## config.mk

```make
export PLATFORM = sky130hd
export DESIGN_NAME = timer_time_base
export DESIGN_NICKNAME = d
export VERILOG_FILES = /design/src/rtl/tb_timer_pkg.sv /design/src/rtl/timer_time_base.sv
export VERILOG_INCLUDE_DIRS = /design/src /design/src/rtl
export SDC_FILE = /design/constraint.sdc
export NUM_CORES = 1
export LEC_CHECK = 0
export ABC_AREA = 1
export BUFFER_PORTS_ARGS = -buffer_cell sky130_fd_sc_hd__buf_4
export CAP_MARGIN = 0
export CORE_ASPECT_RATIO = 1.1
export CORE_MARGIN = 1
export CORE_UTILIZATION = 45
export CTS_BUF_LIST = sky130_fd_sc_hd__clkbuf_4 sky130_fd_sc_hd__clkbuf_8
export CTS_CLUSTER_DIAMETER = 60
export DETAILED_ROUTE_END_ITERATION = 12
export PLACE_DENSITY_LB_ADDON = 0.15
export SYNTH_ARGS = -nofsm -noshare
export SYNTH_HDL_FRONTEND = slang
export SYNTH_SLANG_ARGS = --single-unit
```

## constraint.sdc

```tcl
create_clock -name SYS_CLK_IN -period 8.3 [get_ports SYS_CLK_IN]
set_input_delay 0 -clock SYS_CLK_IN [delete_from_list [all_inputs] [get_ports SYS_CLK_IN]]
set_output_delay 0 -clock SYS_CLK_IN [all_outputs]
set_load 0.02 [all_outputs]
```

## src/rtl/tb_timer_cfg.svh

```systemverilog
`ifndef TB_TIMER_CFG_SVH
`define TB_TIMER_CFG_SVH
`define OFS_CONTROL      12'h000
`define OFS_SLAVE_MODE   12'h004
`define OFS_OPTION       12'h008
`define OFS_EVENT_GEN    12'h00C
`define OFS_FLAGS        12'h010
`define OFS_COUNT        12'h014
`define OFS_PRESCALE     12'h018
`define OFS_AUTO_RELOAD  12'h01C
`define OFS_CHAN_MODE    12'h020
`define OFS_CHAN_ENABLE  12'h024
`define ARR_RESET        16'hFFFF
`define SMS_INTERNAL     3'h0
`define SMS_EXT_CLOCK1   3'h7
`define TS_TRIG0         3'h0
`define TS_CHAN2         3'h6
`define ETPS_DIV1        2'h0
`define ETPS_DIV2        2'h1
`define ETPS_DIV4        2'h2
`define ETPS_DIV8        2'h3
`define SRC_PCLK         2'h0
`define SRC_RC1K         2'h1
`define SRC_32K          2'h2
`define SRC_PIN          2'h3
`define CMS_EDGE         2'h0
`endif

```

## src/rtl/tb_timer_pkg.sv

```systemverilog
package tb_timer_pkg;
   typedef struct packed {
      logic       auto_reload_buffer_enable;
      logic [1:0] center_mode;
      logic       count_direction;
      logic       update_request_source;
      logic       update_disable;
      logic       counter_enable;
   } timer_control_one_type;
   typedef struct packed {
      logic       ext_trigger_polarity;
      logic       ext_clock_enable;
      logic [1:0] ext_trigger_prescale;
      logic [3:0] ext_trigger_filter;
      logic [2:0] trigger_select;
      logic [2:0] slave_mode_select;
   } slave_mode_control_type;
   typedef struct packed {
      logic       clock_mask_enable;
      logic [1:0] ext_trigger_source_sel;
   } timer_option_type;
   typedef struct packed {
      logic       trigger_irq_flag;
      logic       update_irq_flag;
   } timer_irq_flags_type;
   typedef struct packed {
      logic       rc1k;
      logic       clk32k;
      logic       timer_clock_pin;
      logic       timer_mask_pin;
      logic       chan2_input;
      logic       internal_trigger_zero;
   } timer_pins_type;
endpackage

```

## src/rtl/timer_time_base.sv

```systemverilog
// Operation
// - Down mode: ARR to 0, reload, underflow
// - Down update: underflow or software
// - Update disable blocks all update events
// - Down software update reloads ARR, prescaler zero
// - Request source hides software update flag
// - Update sets flag, copies shadows
// - Down: new ARR used before reload
// - Center: 0 up ARR-1, ARR down 1
// - Center: direction driven by hardware only
// - Center: update both ends; software restarts zero
// - Center, disabled updates: keep active ARR
// - Center overflow: refresh ARR, then load
// - Clock from internal, channel, trigger, timer
// - Mode 000: internal clock, update bit self-clears
// - Internal: prescaler runs once enable written
// - Mode 111: count trigger edges; trigger 0 counts high cycles
// - Mode 1 edge counts, sets trigger flag
// - External clock enable selects mode 2
// - Source select: pclk, 1k, 32k, pin
// - Mask enable ANDs clock pin with mask
// - Trigger path: polarity, filter, prescaler
// - Up mode: 0 to ARR, overflow
// - Prescaler divides by two to exponent
// - Internal enable follows bit one cycle later
//
// Chosen here: the placing of the registers and the APB register port.
`include "tb_timer_cfg.svh"
module timer_time_base (
   // Clock and reset.
   input  wire logic                     SYS_CLK_IN,
   input  wire logic                     ARST_N_IN,
   // APB slave.
   input  wire logic                     PSEL_IN,
   input  wire logic                     PENABLE_IN,
   input  wire logic                     PWRITE_IN,
   input  wire logic [11:0]              PADDR_IN,
   input  wire logic [31:0]              PWDATA_IN,
   output logic      [31:0]              PRDATA_OUT,
   output logic                          PREADY_OUT,
   output logic                          PSLVERR_OUT,
   // External pins.
   input  wire tb_timer_pkg::timer_pins_type PINS_IN,
   // Events.
   output logic                          UPDATE_EVENT_OUT,
   output logic      [15:0]              COUNT_OUT
);
   logic                                 rst_a_reg;
   logic                                 rst_n_reg;
   logic [5:0]                           pin_a_reg;
   logic [5:0]                           pin_b_reg;
   tb_timer_pkg::timer_control_one_type  ctrl_reg;
   tb_timer_pkg::slave_mode_control_type smc_reg;
   tb_timer_pkg::timer_option_type       opt_reg;
   tb_timer_pkg::timer_irq_flags_type    flags_reg;
   logic [1:0]                           chan2_selection_reg;
   logic [3:0]                           chan2_input_filter_reg;
   logic                                 chan2_polarity_reg;
   logic [15:0]                          cnt_reg;
   logic [15:0]                          arr_buf_reg;
   logic [15:0]                          arr_act_reg;
   logic [3:0]                           psc_buf_reg;
   logic [3:0]                           psc_act_reg;
   logic [15:0]                          psc_cnt_reg;
   logic                                 run_en_reg;
   logic                                 up_dir_reg;
   logic                                 sw_update_reg;
   logic                                 sw_update_next;
   logic                                 ch2_filt_reg;
   logic                                 ch2_prev_reg;
   logic [3:0]                           ch2_run_reg;
   logic                                 trg_filt_reg;
   logic                                 trg_prev_reg;
   logic [3:0]                           trg_run_reg;
   logic [2:0]                           trg_div_reg;
   logic [31:0]                          rdata_next;
   logic                                 wr_en;
   logic                                 rd_en;
   logic                                 trg_raw;
   logic                                 trg_edge;
   logic                                 trg_tick;
   logic                                 ch2_edge;
   logic                                 ck_psc;
   logic                                 psc_done;
   logic                                 ck_cnt;
   logic                                 center;
   logic                                 going_up;
   logic                                 wrap;
   logic                                 update_ev;
   logic [15:0]                          psc_limit;
   logic [15:0]                          arr_eff;

   // Reset release through two flip-flops.
   always_ff @(posedge SYS_CLK_IN or negedge ARST_N_IN) begin
      if (!ARST_N_IN) begin
         rst_a_reg <= 1'b0;
         rst_n_reg <= 1'b0;
      end else begin
         rst_a_reg <= 1'b1;
         rst_n_reg <= rst_a_reg;
      end
   end

   // Pin synchronisers.
   always_ff @(posedge SYS_CLK_IN or negedge rst_n_reg) begin
      if (!rst_n_reg) begin
         pin_a_reg <= 6'h00;
         pin_b_reg <= 6'h00;
      end else begin
         pin_a_reg <= PINS_IN;
         pin_b_reg <= pin_a_reg;
      end
   end

   assign wr_en = PSEL_IN && PENABLE_IN && PWRITE_IN && !PREADY_OUT;
   assign rd_en = PSEL_IN && PENABLE_IN && !PWRITE_IN;
   assign center = (ctrl_reg.center_mode != `CMS_EDGE);

   // Two-flop sampled external trigger source selection and gating.
   always_comb begin
      case (opt_reg.ext_trigger_source_sel)
         `SRC_PCLK: trg_raw = 1'b1;
         `SRC_RC1K: trg_raw = pin_b_reg[5];
         `SRC_32K:  trg_raw = pin_b_reg[4];
         default:   trg_raw = pin_b_reg[3] & (pin_b_reg[2] | !opt_reg.clock_mask_enable);
      endcase
   end

   // Filters: a new level is accepted after it holds for the programmed samples.
   always_ff @(posedge SYS_CLK_IN or negedge rst_n_reg) begin
      if (!rst_n_reg) begin
         trg_filt_reg <= 1'b0;
         trg_run_reg  <= 4'h0;
         ch2_filt_reg <= 1'b0;
         ch2_run_reg  <= 4'h0;
      end else begin
         if ((trg_raw ^ smc_reg.ext_trigger_polarity) == trg_filt_reg) begin
            trg_run_reg <= 4'h0;
         end else if (trg_run_reg >= smc_reg.ext_trigger_filter) begin
            trg_filt_reg <= trg_raw ^ smc_reg.ext_trigger_polarity;
            trg_run_reg  <= 4'h0;
         end else begin
            trg_run_reg <= trg_run_reg + 4'h1;
         end
         if ((pin_b_reg[1] ^ chan2_polarity_reg) == ch2_filt_reg) begin
            ch2_run_reg <= 4'h0;
         end else if (ch2_run_reg >= chan2_input_filter_reg) begin
            ch2_filt_reg <= pin_b_reg[1] ^ chan2_polarity_reg;
            ch2_run_reg  <= 4'h0;
         end else begin
            ch2_run_reg <= ch2_run_reg + 4'h1;
         end
      end
   end

   assign trg_edge = trg_filt_reg && !trg_prev_reg;
   assign ch2_edge = ch2_filt_reg && !ch2_prev_reg;

   // Trigger prescaler: divide edges by 1, 2, 4 or 8.
   always_comb begin
      case (smc_reg.ext_trigger_prescale)
         `ETPS_DIV1: trg_tick = trg_edge;
         `ETPS_DIV2: trg_tick = trg_edge && trg_div_reg[0];
         `ETPS_DIV4: trg_tick = trg_edge && (trg_div_reg[1:0] == 2'h3);
         default:    trg_tick = trg_edge && (trg_div_reg == 3'h7);
      endcase
   end

   always_ff @(posedge SYS_CLK_IN or negedge rst_n_reg) begin
      if (!rst_n_reg) begin
         trg_prev_reg <= 1'b0;
         ch2_prev_reg <= 1'b0;
         trg_div_reg  <= 3'h0;
      end else begin
         trg_prev_reg <= trg_filt_reg;
         ch2_prev_reg <= ch2_filt_reg;
         if (trg_edge) begin
            trg_div_reg <= trg_div_reg + 3'h1;
         end
      end
   end

   // Prescaler clock source.
   always_comb begin
      if (smc_reg.ext_clock_enable) begin
         ck_psc = trg_tick;
      end else if (smc_reg.slave_mode_select == `SMS_EXT_CLOCK1) begin
         case (smc_reg.trigger_select)
            `TS_TRIG0: ck_psc = pin_b_reg[0];
            `TS_CHAN2: ck_psc = ch2_edge && (chan2_selection_reg == 2'h1);
            default:  ck_psc = trg_tick;
         endcase
      end else begin
         ck_psc = 1'b1;
      end
   end

   assign psc_limit = 16'((32'h1 << psc_act_reg) - 32'h1);
   assign psc_done  = (psc_cnt_reg == psc_limit);
   assign ck_cnt    = run_en_reg && ck_psc && psc_done;
   assign going_up  = center ? up_dir_reg : !ctrl_reg.count_direction;
   assign wrap      = ck_cnt && (center ? (up_dir_reg ? (cnt_reg >= arr_act_reg - 16'h1)
                                                      : (cnt_reg <= 16'h1))
                                         : (going_up ? (cnt_reg >= arr_act_reg) : (cnt_reg == 16'h0)));
   assign update_ev = (wrap || sw_update_reg) && !ctrl_reg.update_disable;
   assign arr_eff   = (update_ev || !ctrl_reg.auto_reload_buffer_enable) ? arr_buf_reg : arr_act_reg;

   // Counter enable follows the control bit one cycle later.
   always_ff @(posedge SYS_CLK_IN or negedge rst_n_reg) begin
      if (!rst_n_reg) begin
         run_en_reg <= 1'b0;
      end else begin
         run_en_reg <= ctrl_reg.counter_enable;
      end
   end

   // Prescaler counter.
   always_ff @(posedge SYS_CLK_IN or negedge rst_n_reg) begin
      if (!rst_n_reg) begin
         psc_cnt_reg <= 16'h0000;
      end else if (sw_update_reg || (run_en_reg && ck_psc && psc_done)) begin
         psc_cnt_reg <= 16'h0000;
      end else if (run_en_reg && ck_psc) begin
         psc_cnt_reg <= psc_cnt_reg + 16'h1;
      end
   end

   // Shadow registers.
   always_ff @(posedge SYS_CLK_IN or negedge rst_n_reg) begin
      if (!rst_n_reg) begin
         arr_act_reg <= `ARR_RESET;
         psc_act_reg <= 4'h0;
      end else begin
         arr_act_reg <= arr_eff;
         if (update_ev) begin
            psc_act_reg <= psc_buf_reg;
         end
      end
   end

   // Main counter and hardware direction.
   always_ff @(posedge SYS_CLK_IN or negedge rst_n_reg) begin
      if (!rst_n_reg) begin
         cnt_reg    <= 16'h0000;
         up_dir_reg <= 1'b1;
      end else if (sw_update_reg) begin
         if (center || going_up) begin
            cnt_reg    <= 16'h0000;
            up_dir_reg <= 1'b1;
         end else begin
            cnt_reg <= arr_eff;
         end
      end else if (ck_cnt) begin
         if (center) begin
            if (wrap && up_dir_reg) begin
               cnt_reg    <= arr_eff;
               up_dir_reg <= 1'b0;
            end else if (wrap) begin
               cnt_reg    <= 16'h0000;
               up_dir_reg <= 1'b1;
            end else begin
               cnt_reg <= up_dir_reg ? cnt_reg + 16'h1 : cnt_reg - 16'h1;
            end
         end else if (going_up) begin
            cnt_reg <= wrap ? 16'h0000 : cnt_reg + 16'h1;
         end else begin
            cnt_reg <= wrap ? arr_eff : cnt_reg - 16'h1;
         end
      end
   end

   // Update generate bit is a self-clearing pulse.
   always_comb begin
      sw_update_next = wr_en && (PADDR_IN == `OFS_EVENT_GEN) && PWDATA_IN[0];
   end

   always_ff @(posedge SYS_CLK_IN or negedge rst_n_reg) begin
      if (!rst_n_reg) begin
         sw_update_reg <= 1'b0;
      end else begin
         sw_update_reg <= sw_update_next;
      end
   end

   // Flags: hardware set wins over a write-one clear.
   always_ff @(posedge SYS_CLK_IN or negedge rst_n_reg) begin
      if (!rst_n_reg) begin
         flags_reg <= 2'h0;
      end else begin
         if (update_ev && !(sw_update_reg && ctrl_reg.update_request_source)) begin
            flags_reg.update_irq_flag <= 1'b1;
         end else if (wr_en && PADDR_IN == `OFS_FLAGS && PWDATA_IN[0]) begin
            flags_reg.update_irq_flag <= 1'b0;
         end
         if (ck_cnt && smc_reg.slave_mode_select == `SMS_EXT_CLOCK1) begin
            flags_reg.trigger_irq_flag <= 1'b1;
         end else if (wr_en && PADDR_IN == `OFS_FLAGS && PWDATA_IN[1]) begin
            flags_reg.trigger_irq_flag <= 1'b0;
         end
      end
   end

   // Software-written configuration.
   always_ff @(posedge SYS_CLK_IN or negedge rst_n_reg) begin
      if (!rst_n_reg) begin
         ctrl_reg               <= 7'h00;
         smc_reg                <= 14'h0000;
         opt_reg                <= 3'h0;
         chan2_selection_reg    <= 2'h0;
         chan2_input_filter_reg <= 4'h0;
         chan2_polarity_reg     <= 1'b0;
         arr_buf_reg            <= `ARR_RESET;
         psc_buf_reg            <= 4'h0;
      end else begin
         if (center) begin
            ctrl_reg.count_direction <= !up_dir_reg;
         end
         if (wr_en) begin
            case (PADDR_IN)
               `OFS_CONTROL: begin
                  ctrl_reg.counter_enable            <= PWDATA_IN[0];
                  ctrl_reg.update_disable            <= PWDATA_IN[1];
                  ctrl_reg.update_request_source     <= PWDATA_IN[2];
                  if (!center) begin
                     ctrl_reg.count_direction <= PWDATA_IN[4];
                  end
                  ctrl_reg.center_mode               <= PWDATA_IN[6:5];
                  ctrl_reg.auto_reload_buffer_enable <= PWDATA_IN[7];
               end
               `OFS_SLAVE_MODE:  smc_reg     <= PWDATA_IN[13:0];
               `OFS_OPTION:      opt_reg     <= PWDATA_IN[2:0];
               `OFS_PRESCALE:    psc_buf_reg <= PWDATA_IN[3:0];
               `OFS_AUTO_RELOAD: arr_buf_reg <= PWDATA_IN[15:0];
               `OFS_CHAN_MODE: begin
                  chan2_selection_reg    <= PWDATA_IN[9:8];
                  chan2_input_filter_reg <= PWDATA_IN[15:12];
               end
               `OFS_CHAN_ENABLE: chan2_polarity_reg <= PWDATA_IN[5];
               default: ;
            endcase
         end
      end
   end

   // Read mux.
   always_comb begin
      case (PADDR_IN)
         `OFS_CONTROL:     rdata_next = {24'h0, ctrl_reg.auto_reload_buffer_enable, ctrl_reg.center_mode,
                                         ctrl_reg.count_direction, 1'b0, ctrl_reg.update_request_source,
                                         ctrl_reg.update_disable, ctrl_reg.counter_enable};
         `OFS_SLAVE_MODE:  rdata_next = {18'h0, smc_reg};
         `OFS_OPTION:      rdata_next = {29'h0, opt_reg};
         `OFS_FLAGS:       rdata_next = {30'h0, flags_reg.trigger_irq_flag, flags_reg.update_irq_flag};
         `OFS_COUNT:       rdata_next = {16'h0, cnt_reg};
         `OFS_PRESCALE:    rdata_next = {28'h0, psc_buf_reg};
         `OFS_AUTO_RELOAD: rdata_next = {16'h0, arr_buf_reg};
         `OFS_CHAN_MODE:   rdata_next = {16'h0, chan2_input_filter_reg, 2'h0, chan2_selection_reg, 8'h0};
         `OFS_CHAN_ENABLE: rdata_next = {26'h0, chan2_polarity_reg, 5'h0};
         default:          rdata_next = 32'h0000_0000;
      endcase
   end

   // APB answer registered, one wait state per access.
   always_ff @(posedge SYS_CLK_IN or negedge rst_n_reg) begin
      if (!rst_n_reg) begin
         PRDATA_OUT       <= 32'h0000_0000;
         PREADY_OUT       <= 1'b0;
         PSLVERR_OUT      <= 1'b0;
         UPDATE_EVENT_OUT <= 1'b0;
         COUNT_OUT        <= 16'h0000;
      end else begin
         PREADY_OUT       <= PSEL_IN && PENABLE_IN && !PREADY_OUT;
         PSLVERR_OUT      <= PSEL_IN && PENABLE_IN && !PREADY_OUT && (PADDR_IN > `OFS_CHAN_ENABLE);
         PRDATA_OUT       <= (rd_en && !PREADY_OUT) ? rdata_next : 32'h0000_0000;
         UPDATE_EVENT_OUT <= update_ev;
         COUNT_OUT        <= cnt_reg;
      end
   end
endmodule

```

==> out/results.tsv, run 1 <==
metric	value	unit
CP startpoint kind	register	
clk buf depth	2	
HP Class	primary input to register	
final setup skew	0.0169	ns
Crit. End Element	register	
# Post-CTS Setup Buffers	0	
Post-synth EDFFs	0	
pin count of the biggest net entering global routing	76	
Mapped Area	0.00985	mm^2
final HPWL from detailed placement	17.6	mm
GR Util All Layers	22.4	%
number of fill cells	2076	
Top Ports	106	
post-synth top area share	35.3	%
share of cells above drive strength 1	11.4	%
sequential power share	57.0	%
core footprint	0.0214	mm^2
most frequent cells in the layout	266 x nand2_1, 197 x inv_1, 138 x dfrtp_1	
Final min period	4.56	ns
Avg WL per Cell	14.0	um
initial antenna violation count	0	
# resized after CTS	0	
Clock transition at path regs	0.10	ns
first-pass GRT wire length	39.1	mm
Routed Antenna Nets	0	
Seq cells post-synth	172	
DRC violations left	0	
final hold vios	0	
Max Cap Viol	0	
crit-path max FO	26	
library cells used by synthesis	45	
Clk pwr share	37.4	%
Via density	4.96	
status	finished clean	
Slew HR	29.2	%
cell taking the most area after synthesis	dfrtp_1	
IO Port Bufs	73	
Root Buffer	clkbuf_8	
Max VDD drop	0.000103	V
Skew-Pair Late Insertion Delay	0.47	ns
GRT overflow	0	
Syn Area/Cell	7.77	um^2
# nets final	1476	
ant diodes	0	
YS warnings	0	
ys async rst share	100	%
worst slew pin tran	1.06	ns
Iteration-0 DRC Markers	543	
CTS Sinks	172	
internal power	1.11	mW
Final Max Tran Viols	0	
post-synthesis sequential area ratio	44.1	%
Chip Height	157	um
commonest non-fill, non-tap cell in the layout	nand2_1	
routed via count	8289	
Combinational Power Share	5.6	%
unrepaired setup endpoints after global routing	false	
static leakage	5.66	nW
top_reg_cell synth	dfrtp_1	
Initial Util	46.1	%
P&R area growth vs syn	14.6	%
CTS Buf Count	17	
Die Wd	143	um
Final Wtd Congestion	0.899	
final setup TNS	0	ns
area of the multi-input gates	0.00455	mm^2
fraction of the cycle the final worst path needs	55.0	%
CTS tree	built	
Placed Cells	1605	
Post-Synthesis Cells	1267	
count of final setup violators	0	
row count	56	
CP Class	register to register	
H-tree depth	4	
CP arrival	4.91	ns
vias in the first global route	7863	
iteration count of the initial detailed-routing pass	5	
register area	0.00435	mm^2
Pwr Total	1.49	mW
Worst EP required	8.64	ns
Die Area	0.0225	mm^2
largest cells by area after synthesis	dfrtp_1 35%, nand2_1 10%, dfstp_2 8.8%	
Non-Filler Instances	1671	
Sw Ratio	25.9	%
Pwr Density	132	mW/mm^2
fmax	0.219	GHz
Total Wirelength	23.3	mm
NetSw	386	uW
power by group through the flow:
stage                     Combinational, mW  Sequential (mW)  Clock [mW]
final                                0.0828            0.851       0.558
after global placement               0.0716            0.867           0
after global routing                 0.0948            0.852       0.607
after detailed placement             0.0726            0.867           0
after CTS                            0.0841            0.851       0.573
after floorplan                      0.0397            0.876           0
metal layers:
layer	global-route usage (%)	wire, um
met5	0	0
met4	6.40	341
met3	3.01	760
met2	36.4	10800
met1	31.1	11400
worst max-delay path: stages (launching register included):
cell	delay, ns
dfstp_2	0.37
nor2_1	0.19
nand3_1	0.15
nor3_1	0.38
nand2_1	0.15
nor3_1	0.29
nand3_1	0.13
xor2_1	0.15
inv_1	0.05
ha_1	0.28
nand2_1	0.09
nor3_1	0.34
nand3_1	0.20
nand4_1	0.18
nand4_4	0.19
nand2_2	0.26
nand2_2	0.36
nand2_2	0.39
nand2_1	0.12
nand3_1	0.09
a21oi_1	0.06
metrics by stage:
stage	setup WS, ns	utilization (%)	hold slack (ns)	cell area (um^2)
6_report	3.74	52.8	0.0414	11300
5_1_grt	3.26	52.8	0.0903	11300
4_1_cts	3.71	52.8	0.0296	11300
3_5_place_dp	3.71	49.6	-0.216	10600
3_3_place_gp	3.76	49.6	-0.216	10600
2_1_floorplan	3.21	-	-0.296	9910
cells by family (layout without fill, tap and decap cells):
logic type,after synthesis,in the layout,synth area share [%]
buf+inv,244,343,10.2
compound gates,196,196,11.1
fa+ha+maj,53,53,6.73
flops,172,172,44.1
xor+xnor,31,31,2.76
mux,2,2,0.203
other cells,2,17,0.0762
simple gates,567,567,24.8
final timing paths:
check                                         start  slack (ns)                       to  cells past startpoint
max reg2reg                arr_act_reg[6]$_DFF_PN1_        3.74   cnt_reg[0]$_DFFE_PN0N_                     20
min reg2reg                     rst_n_reg$_DFF_PN0_        0.23   pin_a_reg[3]$_DFF_PN0_                      0
min                                    PADDR_IN[10]        0.04  PRDATA_OUT[5]$_DFF_PN0_                      6
max                        arr_act_reg[6]$_DFF_PN1_        3.74   cnt_reg[0]$_DFFE_PN0N_                     20
max in group asynchronous       rst_n_reg$_DFF_PN0_        6.84  cnt_reg[10]$_DFFE_PN0N_                      1
min in group asynchronous       rst_n_reg$_DFF_PN0_        0.23   pin_a_reg[3]$_DFF_PN0_                      0
layout make-up:
type | count | area share [%]
inverter | 200 | 6.65
tap | 290 | 3.21
clock buffer | 20 | 2.27
sequential | 172 | 38.5
timing repair buffer | 111 | 8.13
multi-input combinational | 866 | 40.3
clock inverter | 12 | 0.908
synthesized netlist by cell type, types with 5 or more instances:
library cell and count:
a21oi_1 50, a221oi_1 7, and2_1 16, buf_4 18
clkbuf_1 18, dfrtp_1 139, dfstp_2 33, ha_1 53
inv_1 197, nand2_1 266, nand3_1 88, nand4_1 17
nor2_1 124, nor3_1 35, o21ai_0 102, o22ai_1 17
xnor2_1 5, xor2_1 26
repair_timing:
item                                   CTS  global route
setup endpoints to repair                0             0
endpoints found under the hold margin   65             0
hold buffers                            34             0
No activity file was read; power rests on OpenSTA's default activity.
==> inputs of run 2 (changes only) <==
==> constraint.sdc (replaced) <==
create_clock -name SYS_CLK_IN -period 4 [get_ports SYS_CLK_IN]
set_input_delay 0 -clock SYS_CLK_IN [delete_from_list [all_inputs] [get_ports SYS_CLK_IN]]
set_output_delay 0 -clock SYS_CLK_IN [all_outputs]
set_load 0.02 [all_outputs]
==> run 2 against run 1 <==
Die area did not move. Register-to-register slack worse by 3.3 ns. Combinational power rose by 100%. Count of clock-buffer cells in the layout is 3 lower. Clock power increased by 130%. Utilization rose by 1.2 points. Highest routed layer unchanged. Sequential share of layout area decreased by 0.83 points. Worst hold slack lost 0.011 ns. Design area up 2.2%.
==> out/results.tsv, run 2 (synthesis results as in run 1) <==
metric	value	unit	change
Pwr Density	279	mW/mm^2	+110%
Slew HR	46.0	%	+17 points
slowest stage delay, CP	0.38	ns	about the same
final HPWL from detailed placement	17.7	mm	+0.63%
pin count of the biggest net entering global routing	59		-22%
GR Util All Layers	22.6	%	+0.21 points
row count	56		unchanged
# Post-CTS Setup Buffers	0		unchanged
WP buf/inv	4		+3
Worst EP required	4.39	ns	-4.25 ns
share of cells above drive strength 1	13.1	%	+1.6 points
static leakage	5.80	nW	+2.4%
fmax	0.282	GHz	+29%
Chip Height	157	um	unchanged
number of fill cells	2078		+0.096%
Iteration-0 DRC Markers	488		-10%
count of final setup violators	0		unchanged
final hold vios	0		unchanged
status	finished clean		
Initial Util	46.1	%	unchanged
fraction of the cycle the final worst path needs	88.6	%	+34 points
Clock transition at path regs	0.10	ns	about the same
Top Ports	106		unchanged
CTS tree	built		
Final Wtd Congestion	0.901		+0.16%
Die Area	0.0225	mm^2	unchanged
initial antenna violation count	0		unchanged
Final Max Tran Viols	0		unchanged
CP startpoint kind	register		
IO Port Bufs	73		unchanged
Avg WL per Cell	13.9	um	-0.59%
Die Wd	143	um	unchanged
critical path's top delay family	simple AND/OR/NAND/NOR gates		
Hold WS	0.0307	ns	-0.0107 ns
H-tree depth	4		unchanged
unrepaired setup endpoints after global routing	false		
final setup TNS	0	ns	unchanged
Max VDD drop	0.000185	V	+79%
first-pass GRT wire length	39.9	mm	+2.1%
clk buf depth	2		unchanged
DRC violations left	0		unchanged
CTS Sinks	172		unchanged
GRT overflow	0		unchanged
HP Class	primary input to register		
Total Wirelength	23.4	mm	+0.48%
ant diodes	0		unchanged
crit-path max FO	16		-38%
# nets final	1494		+1.2%
Root Buffer	clkbuf_8		
CTS Buf Count	17		unchanged
vias in the first global route	8163		+3.8%
final setup skew	0.0163	ns	-0.000662 ns
P&R area growth vs syn	17.2	%	
Skew-Pair Late Insertion Delay	0.47	ns	about the same
dpl cell area	0.0108	mm^2	+1.5%
Slowest cell on crit path	dfstp_2		
Routed Antenna Nets	0		unchanged
Max Cap Viol	0		unchanged
routed via count	8391		+1.2%
Crit. End Element	register		
CP Class	register to register		
CP arrival	3.93	ns	-0.98 ns
Crit path top cell by count	nand2_2		
most frequent cells in the layout	265 x nand2_1, 197 x inv_1, 138 x dfrtp_1		
Via density	4.97		+0.15%
core footprint	0.0214	mm^2	unchanged
Final min period	3.55	ns	-1.02 ns
commonest non-fill, non-tap cell in the layout	nand2_1		
post-route cell area	0.0115	mm^2	+2.2%
crit-path cells	inv_1 > ha_1 > nand3_1 > nor2_2 > inv_1 > nor2_2 > nand4_1 > nor2_1 > xor2_1 > inv_1 > ha_1 > nand2_2 > o21a_1 > nand2_1 > a21oi_2 > nand4_1 > nand4_4 > nand2_2 > nand2_2 > nand2_2 > buf_12 > nand2_1 > nand3_1 > a21oi_1		
worst slew pin tran	0.808	ns	-0.251 ns
iteration count of the initial detailed-routing pass	5		unchanged
run 2: cell types whose count changed in the layout (fill, tap and decap cells not counted), sizes merged:
cell / before / now
clkinvlp: 0 / 1
bufinv: 0 / 1
inv: 206 / 205
clkinv: 6 / 8
clkbuf: 20 / 17
buf: 77 / 95
run 2: final timing paths:
kind | from | end | slack (ns) | cells after the start
worst max-delay path | arr_act_reg[0]$_DFF_PN1_ | cnt_reg[3]$_DFFE_PN0N_ | 0.45 | 24
worst min-delay path | PADDR_IN[10] | PRDATA_OUT[5]$_DFF_PN0_ | 0.03 | 6
worst max register to register | arr_act_reg[0]$_DFF_PN1_ | cnt_reg[3]$_DFFE_PN0N_ | 0.45 | 24
worst min register to register | pin_a_reg[3]$_DFF_PN0_ | pin_b_reg[3]$_DFF_PN0_ | 0.36 | 0
max in group asynchronous | rst_n_reg$_DFF_PN0_ | arr_act_reg[15]$_DFF_PN1_ | 2.64 | 1
min in group asynchronous | ARST_N_IN | rst_n_reg$_DFF_PN0_ | 0.37 | 3
run 2: repair_timing:
action | CTS | global route
endpoints found under the setup margin | 0 | 38
resized for setup | 0 | 9
endpoints found under the hold margin | 65 | 0
hold buffers | 34 | 0
run 2: worst register-to-register path: cells and delay by family (launching register included):
kind	cells	cell delay (ns)
compound gates	3	0.42
simple gates	14	1.57
buf+inv	4	0.45
fa+ha+maj	2	0.48
xor+xnor	1	0.17
flops	1	0.38
run 2: metrics by stage:
stage,power (mW),util (%),worst slack [ns],cells
after floorplan,1.90,-,0.733,1282
after global placement,1.95,50.3,0.268,1623
after detailed placement,1.95,50.3,0.184,1623
after CTS,3.26,53.8,0.159,1689
after global routing,3.34,54.0,0.0178,1689
final,3.21,54.0,0.455,1689
run 2: final cells by class:
| class | count | area [um^2] | area share (%) |
|---|---|---|---|
| clock inverters | 15 | 176 | 1.53 |
| flip-flops and latches | 172 | 4350 | 37.7 |
| multi-input cells | 866 | 4590 | 39.7 |
| inverters | 200 | 751 | 6.50 |
| repair buffers | 129 | 1080 | 9.38 |
| clock buffers | 17 | 234 | 2.03 |
| well taps | 290 | 363 | 3.14 |
run 2: power breakdown:
part	internal [mW]	leakage, nW	switching, mW
Clock	0.528	0.207	0.745
Sequential	1.75	2.17	0.0187
Combinational	0.0728	3.42	0.0963
Total	2.35	5.80	0.860
run 2: metal layers:
metal | global-route usage (%) | share of wire [%] | up-vias
li1 | - | - | 4299
met1 | 31.2 | 49 | 3879
met2 | 36.8 | 46 | 188
met3 | 3.07 | 3.5 | 25
met4 | 6.45 | 1.6 | 0
met5 | 0 | 0 | -
==> inputs of run 3 (changes only) <==
==> constraint.sdc (replaced) <==
create_clock -name SYS_CLK_IN -period 4.1 [get_ports SYS_CLK_IN]
set_input_delay 0 -clock SYS_CLK_IN [delete_from_list [all_inputs] [get_ports SYS_CLK_IN]]
set_output_delay 0 -clock SYS_CLK_IN [all_outputs]
set_load 0.02 [all_outputs]
==> run 3 against run 2 <==
Cell count down 0.36%. Largest power group unchanged. Highest routed layer unchanged. Design area down 0.76%. Critical path type unchanged. Flip-flop and latch count unchanged.
==> out/results.tsv, run 3 (synthesis results as in run 1) <==
metric	value	unit	change
final hold vios	0		unchanged
routed via count	8312		-0.94%
fmax	0.268	GHz	-5.1%
commonest non-fill, non-tap cell in the layout	nand2_1		
vias in the first global route	7865		-3.7%
row count	56		unchanged
Iteration-0 DRC Markers	467		-4.3%
Initial Util	46.1	%	unchanged
Final Wtd Congestion	0.900		about the same
unrepaired setup endpoints after global routing	false		
Top Ports	106		unchanged
final setup skew	0.0193	ns	+0.00302 ns
Pwr Total	3.06	mW	-4.9%
Via density	4.94		-0.59%
GRT overflow	0		unchanged
Sw Ratio	26.9	%	+0.17 points
Slew HR	45.9	%	-0.096 points
CP startpoint kind	register		
DRC violations left	0		unchanged
Pwr Density	267	mW/mm^2	-4.2%
worst slew pin tran	0.809	ns	+0.00175 ns
GR Util All Layers	22.1	%	-0.43 points
Root Buffer	clkbuf_8		
NetSw	823	uW	-4.3%
final setup TNS	0	ns	unchanged
Worst EP required	4.49	ns	+0.10 ns
CTS Sinks	172		unchanged
Max VDD drop	0.000186	V	+0.61%
Hold WS	0.0447	ns	+0.0140 ns
CTS Buf Count	17		unchanged
Final Max Tran Viols	0		unchanged
core footprint	0.0214	mm^2	unchanged
post-layout util	53.6	%	-0.41 points
status	finished clean		
Crit. End Element	register		
Max Cap Viol	0		unchanged
Avg WL per Cell	13.8	um	-0.20%
CTS tree	built		
Routed Antenna Nets	0		unchanged
sequential power share	56.4	%	+1.3 points
clk buf depth	2		unchanged
first-pass GRT wire length	38.9	mm	-2.7%
CP arrival	4.13	ns	+0.20 ns
Final min period	3.74	ns	+0.192 ns
final HPWL from detailed placement	17.6	mm	-0.81%
Chip Height	157	um	unchanged
crit-path max FO	16		unchanged
CP Class	register to register		
Total Wirelength	23.3	mm	-0.55%
iteration count of the initial detailed-routing pass	5		unchanged
Skew-Pair Late Insertion Delay	0.47	ns	about the same
Clk pwr share	38.1	%	-1.5 points
Die Wd	143	um	unchanged
initial antenna violation count	0		unchanged
Clock transition at path regs	0.10	ns	about the same
# nets final	1488		-0.40%
count of final setup violators	0		unchanged
ant diodes	0		unchanged
HP Class	primary input to register		
P&R area growth vs syn	16.3	%	
IO Port Bufs	73		unchanged
Placed Cells	1617		-0.37%
share of cells above drive strength 1	12.5	%	-0.59 points
static leakage	5.73	nW	-1.1%
pin count of the biggest net entering global routing	102		+73%
Non-Filler Instances	1683		-0.36%
Die Area	0.0225	mm^2	unchanged
Combinational Power Share	5.5	%	+0.2 points
H-tree depth	4		unchanged
most frequent cells in the layout	266 x nand2_1, 197 x inv_1, 138 x dfrtp_1		
fraction of the cycle the final worst path needs	91.2	%	+2.5 points
# Post-CTS Setup Buffers	0		unchanged
internal power	2.23	mW	-5.2%
-- run 3: power groups by stage --
stage          registers (mW)  clock network [mW]  logic (mW)
6_report                 1.72                1.16       0.169
5_1_grt                  1.73                1.26       0.193
4_1_cts                  1.72                1.20       0.170
3_5_place_dp             1.76                   0       0.147
3_3_place_gp             1.76                   0       0.146
2_1_floorplan            1.77                   0      0.0803
-- run 3: final timing paths --
kind | start | end | slack [ns] | depth (start not counted)
worst max-delay path | arr_act_reg[0]$_DFF_PN1_ | cnt_reg[13]$_DFFE_PN0N_ | 0.36 | 22
worst max register to register | arr_act_reg[0]$_DFF_PN1_ | cnt_reg[13]$_DFFE_PN0N_ | 0.36 | 22
min in group asynchronous | rst_n_reg$_DFF_PN0_ | PREADY_OUT$_DFF_PN0_ | 0.25 | 0
worst min register to register | rst_n_reg$_DFF_PN0_ | PREADY_OUT$_DFF_PN0_ | 0.25 | 0
max in group asynchronous | rst_n_reg$_DFF_PN0_ | cnt_reg[13]$_DFFE_PN0N_ | 2.95 | 1
worst min-delay path | PADDR_IN[10] | PRDATA_OUT[5]$_DFF_PN0_ | 0.04 | 6
-- run 3: area by class of cell --
type | instances | area (um^2)
well taps | 290 | 363
clock inverters | 15 | 151
multi-input cells | 866 | 4570
flip-flops and latches | 172 | 4350
clock buffers | 17 | 234
repair buffers | 123 | 1030
inverters | 200 | 751
fillers | 2079 | 9920
-- run 3: worst max-delay path: stages (launching register included) --
cell     delay (ns)
dfstp_2        0.40
inv_1          0.12
ha_1           0.21
nand3_1        0.12
nor2_1         0.19
inv_1          0.11
nor2_1         0.17
nand4_1        0.13
nor2_1         0.13
xor2_1         0.15
inv_1          0.06
ha_1           0.27
nand2_1        0.09
nor3_2         0.29
nand3_1        0.18
nand4_1        0.17
nand4_4        0.11
nand2_2        0.14
nand2_2        0.09
buf_4          0.20
nand3_1        0.11
nand3_1        0.09
a21oi_1        0.13
-- run 3: repair_timing --
item                                    CTS  global route
endpoints found under the hold margin    65             0
resized for setup                         0             4
endpoints found under the setup margin    0            33
hold buffers                             34             0
-- run 3: per-stage QoR --
step                      area [um^2]  setup slack (ns)
after floorplan                  9910             0.833
after global placement          10700             0.318
after detailed placement        10700             0.273
after CTS                       11400             0.248
after global routing            11500            0.0387
final                           11500             0.363
-- run 3: layer usage --
layer	routed length, um	global-route usage [%]
met3	749	2.34
met2	11000	37.1
met1	11400	30.4
met5	0	0
met4	244	6.09
